--- config.mk ---
export PLATFORM = sky130hd
export DESIGN_NAME = cpu_bus_interrupt_interface
export DESIGN_NICKNAME = d
export VERILOG_FILES = /design/src/rtl/cpu_bus_pkg.sv /design/src/rtl/cpu_bus_interrupt_interface.sv
export SDC_FILE = /design/constraint.sdc
export NUM_CORES = 1
export LEC_CHECK = 0
export BUFFER_PORTS_ARGS = -buffer_cell sky130_fd_sc_hd__buf_2
export CAP_MARGIN = 10
export CORE_MARGIN = 3
export CORE_UTILIZATION = 37
export DETAILED_ROUTE_END_ITERATION = 8
export SLEW_MARGIN = 20
export SYNTH_ARGS = -nofsm -noshare
export SYNTH_HDL_FRONTEND = slang
export SYNTH_SLANG_ARGS = --single-unit
--- constraint.sdc ---
create_clock -name clock_in -period 4.1 [get_ports clock_in]
set_clock_uncertainty 0.1 [all_clocks]
set_input_delay 0.82 -clock clock_in [delete_from_list [all_inputs] [get_ports clock_in]]
set_output_delay 0.82 -clock clock_in [all_outputs]
set_load 0.01 [all_outputs]
--- src/rtl/cpu_bus_pkg.sv ---
package cpu_bus_pkg;

    // ----------------------------------------------------------------
    // timing
    // ----------------------------------------------------------------
    localparam int CLK_PERIOD_NS = 100;     // system clock period
    localparam int NMI_HOLD_CLKS = 5;       // edge must stand this many clocks
    localparam int NMI_VECTOR    = 2;       // vector number for non-maskable
    localparam int VECTOR_BYTES  = 4;       // bytes per vector table entry

    // ----------------------------------------------------------------
    // addresses and reset values
    // ----------------------------------------------------------------
    localparam logic [19:0] RESET_ADDR   = 20'hffff0;   // first fetch after reset
    localparam logic [19:0] NMI_VEC_ADDR = 20'h00008;   // NMI_VECTOR * VECTOR_BYTES
    localparam logic [7:0]  BUS_IDLE     = 8'h00;        // idle low-bus value

    // ----------------------------------------------------------------
    // bus phases
    // ----------------------------------------------------------------
    typedef enum logic [2:0] {
        PH_IDLE,
        PH_ADDRESS,
        PH_DATA_TWO,
        PH_DATA_THREE,
        PH_WAIT,
        PH_DATA_FOUR
    } phase_t;

    // core request towards the bus unit
    typedef struct packed {
        logic        valid;    // start a transfer
        logic        write;    // 1 write, 0 read
        logic        wide;     // 16-bit operand
        logic [19:0] addr;     // physical address
        logic [15:0] wdata;    // write operand
    } bus_req_t;

    // data-and-enable pin group for the low bus
    typedef struct packed {
        logic [7:0] dout;
        logic       oe;
    } low_bus_drive_t;

endpackage

--- src/rtl/cpu_bus_interrupt_interface.sv ---
`timescale 1ns/100ps
// Contract
// - low address byte on bus in address phase
// - low bus carries data in phases two-four
// - address bits 15..8 on middle byte
// - middle byte floats while hold granted
// - 16-bit operand: low byte then high
// - low bus floats in hold and ack
// - NMI rising edge, unmaskable, five clocks
// - NMI serviced after current instruction ends
// - NMI routine from vector number 2
// - hold granted even during interrupt acknowledge
// - NMI, accepted INT, reset leave standby
// - INT level sampled in last instruction clock
// - INT accepted only with enable flag set
// - granting INT asserts acknowledge output; code asserts it in small mode only
// - NMI wins over simultaneous INT
// - reset high overrides everything
// - after reset fetch from FFFF0H
// - ready low inserts wait states
// - ready high in phase three ends waits
// - scale select held fixed; high small
// - small mode: acknowledge low, vector on bus
// - hold grant floats address, data, control
module cpu_bus_interrupt_interface (
    // clock and reset
    input  wire logic                 clock_in,
    input  wire logic                 reset_in,
    // core side
    input  wire cpu_bus_pkg::bus_req_t req_in,
    input  wire logic                 instr_last_clk_in,
    input  wire logic                 irq_enable_flag_in,
    input  wire logic                 standby_req_in,
    output logic                      req_done_out,
    output logic [15:0]               rdata_out,
    output logic                      nmi_take_out,
    output logic                      int_take_out,
    output logic [7:0]                int_vector_out,
    output logic [19:0]               fetch_addr_out,
    output logic                      fetch_load_out,
    output logic                      standby_out,
    // pins
    input  wire logic [7:0]           addr_data_low_bus_in,
    output logic [7:0]                addr_data_low_bus_out,
    output logic                      addr_data_low_bus_oe_out,
    output logic [7:0]                addr_mid_byte_out,
    output logic                      addr_mid_byte_oe_out,
    output logic                      ctrl_oe_out,
    output logic                      write_out,
    input  wire logic                 ready_in,
    input  wire logic                 nmi_in,
    input  wire logic                 int_in,
    input  wire logic                 bus_hold_req_in,
    output logic                      bus_hold_grant_out,
    output logic                      irq_ack_n_out,
    input  wire logic                 system_scale_select_in
);

    // ----------------------------------------------------------------
    // state
    // ----------------------------------------------------------------
    typedef struct packed {
        cpu_bus_pkg::phase_t phase;     // current bus phase
        logic                second;    // high byte of a wide transfer
        logic                wide;      // latched width
        logic                write;     // latched direction
        logic                ack_cyc;   // interrupt-acknowledge cycle
        logic [19:0]         addr;      // latched address
        logic [15:0]         wdata;     // write operand
        logic [15:0]         rdata;     // read assembly
        logic                done;      // transfer finished pulse
        logic [1:0]          nmi_sync;  // nmi synchroniser
        logic                nmi_prev;  // last synchronised nmi
        logic [2:0]          nmi_cnt;   // high-time counter
        logic                nmi_pend;  // latched nmi request
        logic [1:0]          int_sync;  // int synchroniser
        logic [1:0]          rdy_sync;  // ready synchroniser
        logic [1:0]          hold_sync; // hold synchroniser
        logic [1:0]          sel_sync;  // scale select synchroniser
        logic                hold;      // hold granted
        logic                standby;   // standby mode
        logic                nmi_take;  // nmi service pulse
        logic                int_take;  // int accept pulse
        logic                ack_n;     // acknowledge pin
        logic [7:0]          vector;    // captured vector
        logic [19:0]         fetch;     // fetch address
        logic                fload;     // fetch load pulse
        logic                boot;      // first cycle after reset
        logic [7:0]          low_out;   // low bus value
        logic                low_oe;    // low bus enable
        logic [7:0]          mid_out;   // middle byte value
        logic                mid_oe;    // middle byte enable
    } state_t;

    state_t state_reg;
    state_t state_next;

    // byte of the operand for the current half
    function automatic logic [7:0] pick_byte(input logic [15:0] w, input logic hi);
        pick_byte = hi ? w[15:8] : w[7:0];
    endfunction

    // ----------------------------------------------------------------
    // next state
    // ----------------------------------------------------------------
    always_comb begin
        state_next          = state_reg;
        state_next.done     = 1'b0;
        state_next.nmi_take = 1'b0;
        state_next.int_take = 1'b0;
        state_next.fload    = 1'b0;
        state_next.boot     = 1'b0;

        // two-flop synchronisers on every pin input except the low bus, which is sampled directly
        state_next.nmi_sync  = {state_reg.nmi_sync[0], nmi_in};
        state_next.int_sync  = {state_reg.int_sync[0], int_in};
        state_next.rdy_sync  = {state_reg.rdy_sync[0], ready_in};
        state_next.hold_sync = {state_reg.hold_sync[0], bus_hold_req_in};
        state_next.sel_sync  = {state_reg.sel_sync[0], system_scale_select_in};
        state_next.nmi_prev  = state_reg.nmi_sync[1];

        // nmi counts high clocks after a rising edge; latched at five
        if (state_reg.nmi_sync[1] && !state_reg.nmi_prev) begin
            state_next.nmi_cnt = 3'd1;
        end else if (state_reg.nmi_sync[1] && state_reg.nmi_cnt != 3'd0) begin
            if (state_reg.nmi_cnt == 3'(cpu_bus_pkg::NMI_HOLD_CLKS - 1)) begin
                state_next.nmi_pend = 1'b1;
                state_next.nmi_cnt  = 3'd0;
            end else begin
                state_next.nmi_cnt = state_reg.nmi_cnt + 3'd1;
            end
        end else begin
            state_next.nmi_cnt = 3'd0;
        end

        // standby entry on request
        if (standby_req_in) begin
            state_next.standby = 1'b1;
        end

        // first cycle after reset loads the restart address
        if (state_reg.boot) begin
            state_next.fetch = cpu_bus_pkg::RESET_ADDR;
            state_next.fload = 1'b1;
        end

        // interrupts decided in the last clock of an instruction
        if (instr_last_clk_in || state_reg.standby) begin
            if (state_reg.nmi_pend) begin
                // a request latched in this same clock survives the clear
                state_next.nmi_pend = state_reg.nmi_sync[1]
                    && state_reg.nmi_cnt == 3'(cpu_bus_pkg::NMI_HOLD_CLKS - 1);
                state_next.nmi_take = 1'b1;
                state_next.fetch    = cpu_bus_pkg::NMI_VEC_ADDR;
                state_next.fload    = 1'b1;
                state_next.standby  = 1'b0;
            end else if (state_reg.int_sync[1] && irq_enable_flag_in
                         && !state_reg.ack_cyc) begin
                state_next.int_take = 1'b1;
                state_next.ack_cyc  = 1'b1;
                state_next.standby  = 1'b0;
            end
        end

        // hold granted only between transfers, even inside acknowledge
        if (state_reg.phase == cpu_bus_pkg::PH_IDLE) begin
            state_next.hold = state_reg.hold_sync[1];
        end

        // bus phase sequencer
        case (state_reg.phase)
            cpu_bus_pkg::PH_IDLE: begin
                if (!state_reg.hold && !state_reg.hold_sync[1]) begin
                    if (state_reg.ack_cyc && state_reg.int_take == 1'b0
                        && !state_next.int_take) begin
                        state_next.phase  = cpu_bus_pkg::PH_ADDRESS;
                        state_next.write  = 1'b0;
                        state_next.wide   = 1'b0;
                        state_next.second = 1'b0;
                    end else if (req_in.valid && !state_reg.ack_cyc) begin
                        state_next.phase  = cpu_bus_pkg::PH_ADDRESS;
                        state_next.write  = req_in.write;
                        state_next.wide   = req_in.wide;
                        state_next.addr   = req_in.addr;
                        state_next.wdata  = req_in.wdata;
                        state_next.second = 1'b0;
                    end
                end
            end
            cpu_bus_pkg::PH_ADDRESS: begin
                state_next.phase = cpu_bus_pkg::PH_DATA_TWO;
            end
            cpu_bus_pkg::PH_DATA_TWO: begin
                state_next.phase = cpu_bus_pkg::PH_DATA_THREE;
            end
            cpu_bus_pkg::PH_DATA_THREE, cpu_bus_pkg::PH_WAIT: begin
                if (state_reg.rdy_sync[1]) begin
                    state_next.phase = cpu_bus_pkg::PH_DATA_FOUR;
                    if (state_reg.ack_cyc) begin
                        state_next.vector = addr_data_low_bus_in;
                    end else if (!state_reg.write) begin
                        if (state_reg.second) begin
                            state_next.rdata[15:8] = addr_data_low_bus_in;
                        end else begin
                            state_next.rdata[7:0] = addr_data_low_bus_in;
                        end
                    end
                end else begin
                    state_next.phase = cpu_bus_pkg::PH_WAIT;
                end
            end
            cpu_bus_pkg::PH_DATA_FOUR: begin
                if (state_reg.wide && !state_reg.second) begin
                    state_next.second = 1'b1;
                    state_next.addr   = state_reg.addr + 20'd1;
                    state_next.phase  = cpu_bus_pkg::PH_ADDRESS;
                end else begin
                    state_next.phase   = cpu_bus_pkg::PH_IDLE;
                    state_next.ack_cyc = 1'b0;
                    state_next.done    = !state_reg.ack_cyc;
                end
            end
            default: begin
                state_next.phase = cpu_bus_pkg::PH_IDLE;
            end
        endcase

        // acknowledge pin low through the acknowledge cycle, small-scale mode only
        state_next.ack_n = !(state_next.ack_cyc && state_reg.sel_sync[1]
                           && state_next.phase != cpu_bus_pkg::PH_IDLE);

        // pin drive for the next cycle
        state_next.mid_out = state_next.addr[15:8];
        state_next.mid_oe  = !state_next.hold;
        state_next.low_oe  = 1'b0;
        state_next.low_out = cpu_bus_pkg::BUS_IDLE;
        if (!state_next.hold && !state_next.ack_cyc) begin
            if (state_next.phase == cpu_bus_pkg::PH_ADDRESS) begin
                state_next.low_oe  = 1'b1;
                state_next.low_out = state_next.addr[7:0];
            end else if (state_next.write
                         && state_next.phase != cpu_bus_pkg::PH_IDLE) begin
                state_next.low_oe  = 1'b1;
                state_next.low_out = pick_byte(state_next.wdata, state_next.second);
            end
        end
    end

    // ----------------------------------------------------------------
    // registers; reset overrides all activity
    // ----------------------------------------------------------------
    always_ff @(posedge clock_in or posedge reset_in) begin
        if (reset_in) begin
            state_reg       <= '0;
            state_reg.phase <= cpu_bus_pkg::PH_IDLE;
            state_reg.ack_n <= 1'b1;
            state_reg.boot  <= 1'b1;
            state_reg.mid_oe <= 1'b1;
        end else begin
            state_reg <= state_next;
        end
    end

    // ----------------------------------------------------------------
    // outputs
    // ----------------------------------------------------------------
    assign req_done_out             = state_reg.done;
    assign rdata_out                = state_reg.rdata;
    assign nmi_take_out             = state_reg.nmi_take;
    assign int_take_out             = state_reg.int_take;
    assign int_vector_out           = state_reg.vector;
    assign fetch_addr_out           = state_reg.fetch;
    assign fetch_load_out           = state_reg.fload;
    assign standby_out              = state_reg.standby;
    assign addr_data_low_bus_out    = state_reg.low_out;
    assign addr_data_low_bus_oe_out = state_reg.low_oe;
    assign addr_mid_byte_out        = state_reg.mid_out;
    assign addr_mid_byte_oe_out     = state_reg.mid_oe;
    assign ctrl_oe_out              = state_reg.mid_oe;
    assign write_out                = state_reg.write;
    assign bus_hold_grant_out       = state_reg.hold;
    assign irq_ack_n_out            = state_reg.ack_n;

    // ----------------------------------------------------------------
    // checks
    // ----------------------------------------------------------------
    property p_addr_low;
        @(posedge clock_in) disable iff (reset_in)
        (state_reg.phase == cpu_bus_pkg::PH_ADDRESS && !state_reg.ack_cyc)
            |-> (state_reg.low_oe && state_reg.low_out == state_reg.addr[7:0]);
    endproperty
    a_addr_low: assert property (p_addr_low) else $error("low address missing");

    property p_mid_float;
        @(posedge clock_in) disable iff (reset_in)
        state_reg.hold |-> (!state_reg.mid_oe && !state_reg.low_oe);
    endproperty
    a_mid_float: assert property (p_mid_float) else $error("bus driven in hold");

    property p_ack_float;
        @(posedge clock_in) disable iff (reset_in)
        !state_reg.ack_n |-> !state_reg.low_oe;
    endproperty
    a_ack_float: assert property (p_ack_float) else $error("bus driven in ack");

    property p_wait;
        @(posedge clock_in) disable iff (reset_in)
        (state_reg.phase == cpu_bus_pkg::PH_DATA_THREE && !state_reg.rdy_sync[1])
            |=> state_reg.phase == cpu_bus_pkg::PH_WAIT;
    endproperty
    a_wait: assert property (p_wait) else $error("wait not inserted");

    property p_go;
        @(posedge clock_in) disable iff (reset_in)
        (state_reg.phase == cpu_bus_pkg::PH_WAIT && state_reg.rdy_sync[1])
            |=> state_reg.phase == cpu_bus_pkg::PH_DATA_FOUR;
    endproperty
    a_go: assert property (p_go) else $error("extra wait state");

    property p_nmi_vec;
        @(posedge clock_in) disable iff (reset_in)
        state_reg.nmi_take |-> (state_reg.fetch == cpu_bus_pkg::NMI_VEC_ADDR
                                && !state_reg.int_take && !state_reg.standby);
    endproperty
    a_nmi_vec: assert property (p_nmi_vec) else $error("nmi service wrong");

    property p_int_en;
        @(posedge clock_in) disable iff (reset_in)
        state_reg.int_take |-> $past(irq_enable_flag_in) && $past(state_reg.int_sync[1]);
    endproperty
    a_int_en: assert property (p_int_en) else $error("int taken while masked");

    property p_nmi_five;
        @(posedge clock_in) disable iff (reset_in)
        $rose(state_reg.nmi_sync[1]) ##1 state_reg.nmi_sync[1] [*4]
            |=> state_reg.nmi_pend || state_reg.nmi_take;
    endproperty
    a_nmi_five: assert property (p_nmi_five) else $error("nmi not latched");

    property p_wide;
        @(posedge clock_in) disable iff (reset_in)
        (state_reg.phase == cpu_bus_pkg::PH_DATA_FOUR && state_reg.wide && !state_reg.second)
            |=> state_reg.second && state_reg.phase == cpu_bus_pkg::PH_ADDRESS;
    endproperty
    a_wide: assert property (p_wide) else $error("high byte skipped");

    c_wait: cover property (@(posedge clock_in) state_reg.phase == cpu_bus_pkg::PH_WAIT);
    c_nmi:  cover property (@(posedge clock_in) state_reg.nmi_take);
    c_int:  cover property (@(posedge clock_in) !state_reg.ack_n);
    c_hold: cover property (@(posedge clock_in) state_reg.hold);

endmodule

# [Word level (Yosys, flattened, before mapping)]
# Cells that the tools add are included.
[totals] reg_bits=128 latch_bits=0 ramBits=0 rom_bits=0 in_bits=57 output_inout_bits=71 mem_count=0
[op_classes] add_sub_neg=2 n_mul=0 div_mod_pow=0 n_lt_le_gt_ge=0 eq_ne=11 n_shift=0 muxes=45 bitwise_logic=4 reduce_logical=35
[op_table] op="$mux W36" n=3
[op_table] op="$mux W21" n=3
[op_table] op="$pmux W20 S2" n=1
[op_table] op="$mux W9" n=3
[op_table] op="$mux W1" n=23
[op_table] op="$add A20 B1 Y20 const B" n=1
[op_table] op="$mux W20" n=1
[op_table] op="$mux W6" n=3
[op_table] op="$mux W16" n=1
[op_table] op="$pmux W3 S5" n=1
[op_table] op="$reduce_and A5 Y1" n=3
[op_table] op="$logic_and A1 B1 Y1" n=14
[op_table] op="$mux W3" n=4
[op_table] op="$eq A3 B3 Y1 const B" n=3
[op_table] op="$logic_not A1 Y1" n=9
[op_table] op="$mux W8" n=1
[op_table] op="$eq A3 B1 Y1 const B" n=2
[op_table] op="$eq A3 B2 Y1 const B" n=2
[op_table] op="$reduce_and A3 Y1" n=2
[op_table] op="$reduce_bool A3 Y1" n=2
[op_table] op="$ne A2 B1 Y1 const B" n=2
[op_table] op="$ne A2 B2 Y1 const B" n=2
[op_table] op="$not A1 Y1" n=4
[op_table] op="$reduce_bool A2 Y1" n=2
[op_table] op="5 further kinds" n=5

# [Longest topological paths before layout]
[logic_depth] ltp_word=15 ltp_mapped=8 mapped_depth_nobuf=6

# [Worst setup path before layout]
# Ideal clock, no wire load.
[synth_path] path_type="input to register" startpoint="in req_in[38] (netlist bit)" endpoint="reg state_reg, in the netlist addr_data_low_bus_out[0]" t_arrival_ps=2399 slack_ps=1480 cell_stages=6 path_buffers=1 cell_sequence="nor4b_4 > and2_1 > buf_6 > mux2_2 > mux2_1 > a22o_1"
[synth_lines] item="from (decl)" line_no="cpu_bus_interrupt_interface.sv:30" source="input wire cpu_bus_pkg::bus_req_t req_in,"
[synth_lines] item="to (signal assigned)" line_no="cpu_bus_interrupt_interface.sv:260" source="state_reg <= state_next;"
[synth_lines] item="to (decl)" line_no="cpu_bus_interrupt_interface.sv:95" source="state_t state_reg;"

==> flow_summary.ini <==
[yosys]
synth_top_family_by_area = simple AND/OR/NAND/NOR gates
synth.distinct_cells = 57
ys.flop_type = dfrtp_1
avgSynthCellArea_um2 = 11.4
ys_warn_count = 0
synth-compound-area-share_pct = 8.13
synth_area_mm2 = 0.00528
synthAdderAreaFrac_pct = 0.711
syn-num-nets = 524
synth_mux_area_share_pct = 11.4
ys_seq_area_share_pct = 55.0
async_flop_share_pct = 100
ys_ff_latch = 116
synth_cells = 464
synth_edf_count = 0
yosys.area_share.simple_pct = 12.8
synth-xor-area-share_pct = 0.498

[detailed_routing]
drc = 0
drtIter0Drc = 140
routedWlPerCell_um = 15.2
vias = 3486
avgViaCountPerCell = 4.80
drt-total-wl_um = 11100
drt_pass1_iterations = 4
ant_nets = 0

[flow_run]
drv_cap = 0

[worst_setup_path]
crit_path_end_kind = flip-flop
r2r_start = state_reg[121]
r2r_cells = 6
cp_slowest_stage_delay_ns = 0.51
crit_arrival_ns = 2.73
startpoint_type = flip-flop
path_delay_family = multiplexers
slowest_stage = dfrtp_1
rr_endpoint = addr_data_low_bus_out[1]
cp.buffers_inverters = 1
ff2ff_setup_slack_ns = 1.56
worstSetupPathType = flip-flop to flip-flop
crit_required_ns = 4.30
crit_chain = nor4b_4, buf_4, and2_1, mux2_2, mux2_1, a22o_1
cp_max_fo = 10

[finish]
drive_gt1_share_pct = 38.2
diodes = 0
syn2layout_area_growth_pct = 18.2
nNetsFinal = 594
largest_register_ffs = 40
design_area_mm2 = 0.00624

[floorplan]
core_area_mm2 = 0.0139
start_util_pct = 37.9
dieArea_mm2 = 0.0157
rows = 43
ioPinCount = 128
die_h_um = 125
die_w_um = 125

[power_and_ir_drop]
ir_drop_v = 0.000317
power.density_mw_per_mm2 = 663
design_power_total_mw = 4.14
p_leak_nw = 2.86

[clock_network]
cts_made_buffers = 17
clk_path_buf_depth = 2
post_cts_buffers = 0
cts_sinks = 116
cts-root-buf = clkbuf_16
clk_latency_ns = 0.41
cts_tree = built
cts_hold_buffers = 0
postCtsResizedCells = 0
htree_levels = 4
clk_pin_slew_ns = 0.05

[global_routing]
antenna_found_initial = 0
grt_pass1_vias = 3618
grt-ovfl-total = 0
grt_max_degree = 88
grt_pass1_wl_um = 18400
grt_usage_pct = 14.8

[timing]
relSlewSlack_pct = 49.1
hold-worst-slack_ns = 0.247
final-max-slew-violation-count = 0
finalCritPeriodShare_pct = 61.9
rsz0062_at_grt = no
min_period_ns = 2.54
fmax_ghz = 0.394
tightest_slew_ns = 0.764
tns_ns = 0
timing.final.ws_setup_ns = 1.56
hold_viol_final = 0
setup_viol = 0

[placed_design]
globalplace.congestion = 0.791
placed_area_mm2 = 0.00561
io_buffers = 123
dp_hpwl_um = 7790
place_ws_ns = 1.17

[min_path]
min-delay-start = state_next[60]
hold_class = flip-flop to flip-flop
hold_path_end = state_reg[60]
min_delay_path_depth = 0

[outcome]
status = completed
[how the worst max path moves through the flow]
stage	from	endpoint	cells past startpoint
after detailed placement	req_in[38]	addr_data_low_bus_out[1]	7
final	state_reg[121]	addr_data_low_bus_out[1]	6
after global routing	state_reg[121]	addr_data_low_bus_out[5]	7
after global placement	req_in[38]	addr_data_low_bus_out[1]	7
after CTS	state_reg[121]	addr_data_low_bus_out[1]	6
after floorplan	reset_in	async pin	1
[placed cells by master, fill, tap and decap left out, types with 7 or more instances in the layout]
master | synthesis | layout
a21oi_1 | 7 | 7
and2_1 | 7 | 7
buf_2 | 5 | 123
clkbuf_16 | 0 | 17
dfrtp_1 | 113 | 113
inv_1 | 12 | 11
mux2_1 | 7 | 7
mux2_2 | 30 | 30
mux2i_1 | 8 | 8
nand2_1 | 38 | 38
nand3_1 | 16 | 16
nor2_1 | 48 | 48
o211ai_1 | 9 | 9
o21ai_0 | 10 | 10
[synthesized netlist by cell type (all sizes together) (2+ instances only)]
master     n  area, µm²
nor3       8       56.3
nand2     38        143
dfrtp    113       2830
and3       2       12.5
nor2b      2       12.5
nand2b     4       25.0
a21oi      7       35.0
dfstp      3       78.8
inv       12       45.0
nand4      3       18.8
a31oi      2       12.5
mux2i      9       93.8
a22o       6       52.6
or3        2       12.5
a31o       4       35.0
and2       7       43.8
o22ai      2       12.5
ha         3       37.5
nor2      48        180
buf       72        532
nand3     16       80.1
mux2      43        507
o21ai     11       58.8
clkbuf     6       22.5
xnor2      3       26.3
a21o       4       30.0
o211ai     9       67.6
o32ai      3       26.3
o2111ai    2       23.8
nor4       5       37.5
[cell type report]
class	count	area, µm²
fillers	1305	7690
multi-input cells	258	1770
clock buffers	21	450
clock inverters	11	175
well taps	180	225
inverters	12	50.0
repair buffers	129	661
flip-flops and latches	116	2910
[kinds of logic after synthesis]
group                      after synthesis
adders and majority gates                3
other                                    1
DFF                                    116
buffers and inverters                   90
muxes                                   52
and+or+nand+nor                        140
AOI/OAI and AO/OA                       59
xor gates and xnor gates                 3
[metal layers]
layer  track usage, %  wire, µm  up-vias
met2             23.7      5370      105
met5                0         0        -
met3             6.71       826       12
met4             4.66       134        0
li1                 -         -     1676
met1             18.1      4750     1693
[power by group]
group | leakage, nW | total (mW) | internal (mW) | switching, mW
Sequential | 1.39 | 1.65 | 1.42 | 0.227
Combinational | 1.17 | 0.933 | 0.444 | 0.489
Clock | 0.298 | 1.56 | 1.04 | 0.519
Total | 2.86 | 4.14 | 2.90 | 1.23
[through the flow]
step,cells,utilization [%]
detailed placement,695,40.3
CTS,727,44.8
global route,727,44.8
finish,727,44.8
global placement,695,40.3
floorplan,464,-
Note: power is estimated with default switching activity, not from simulation.
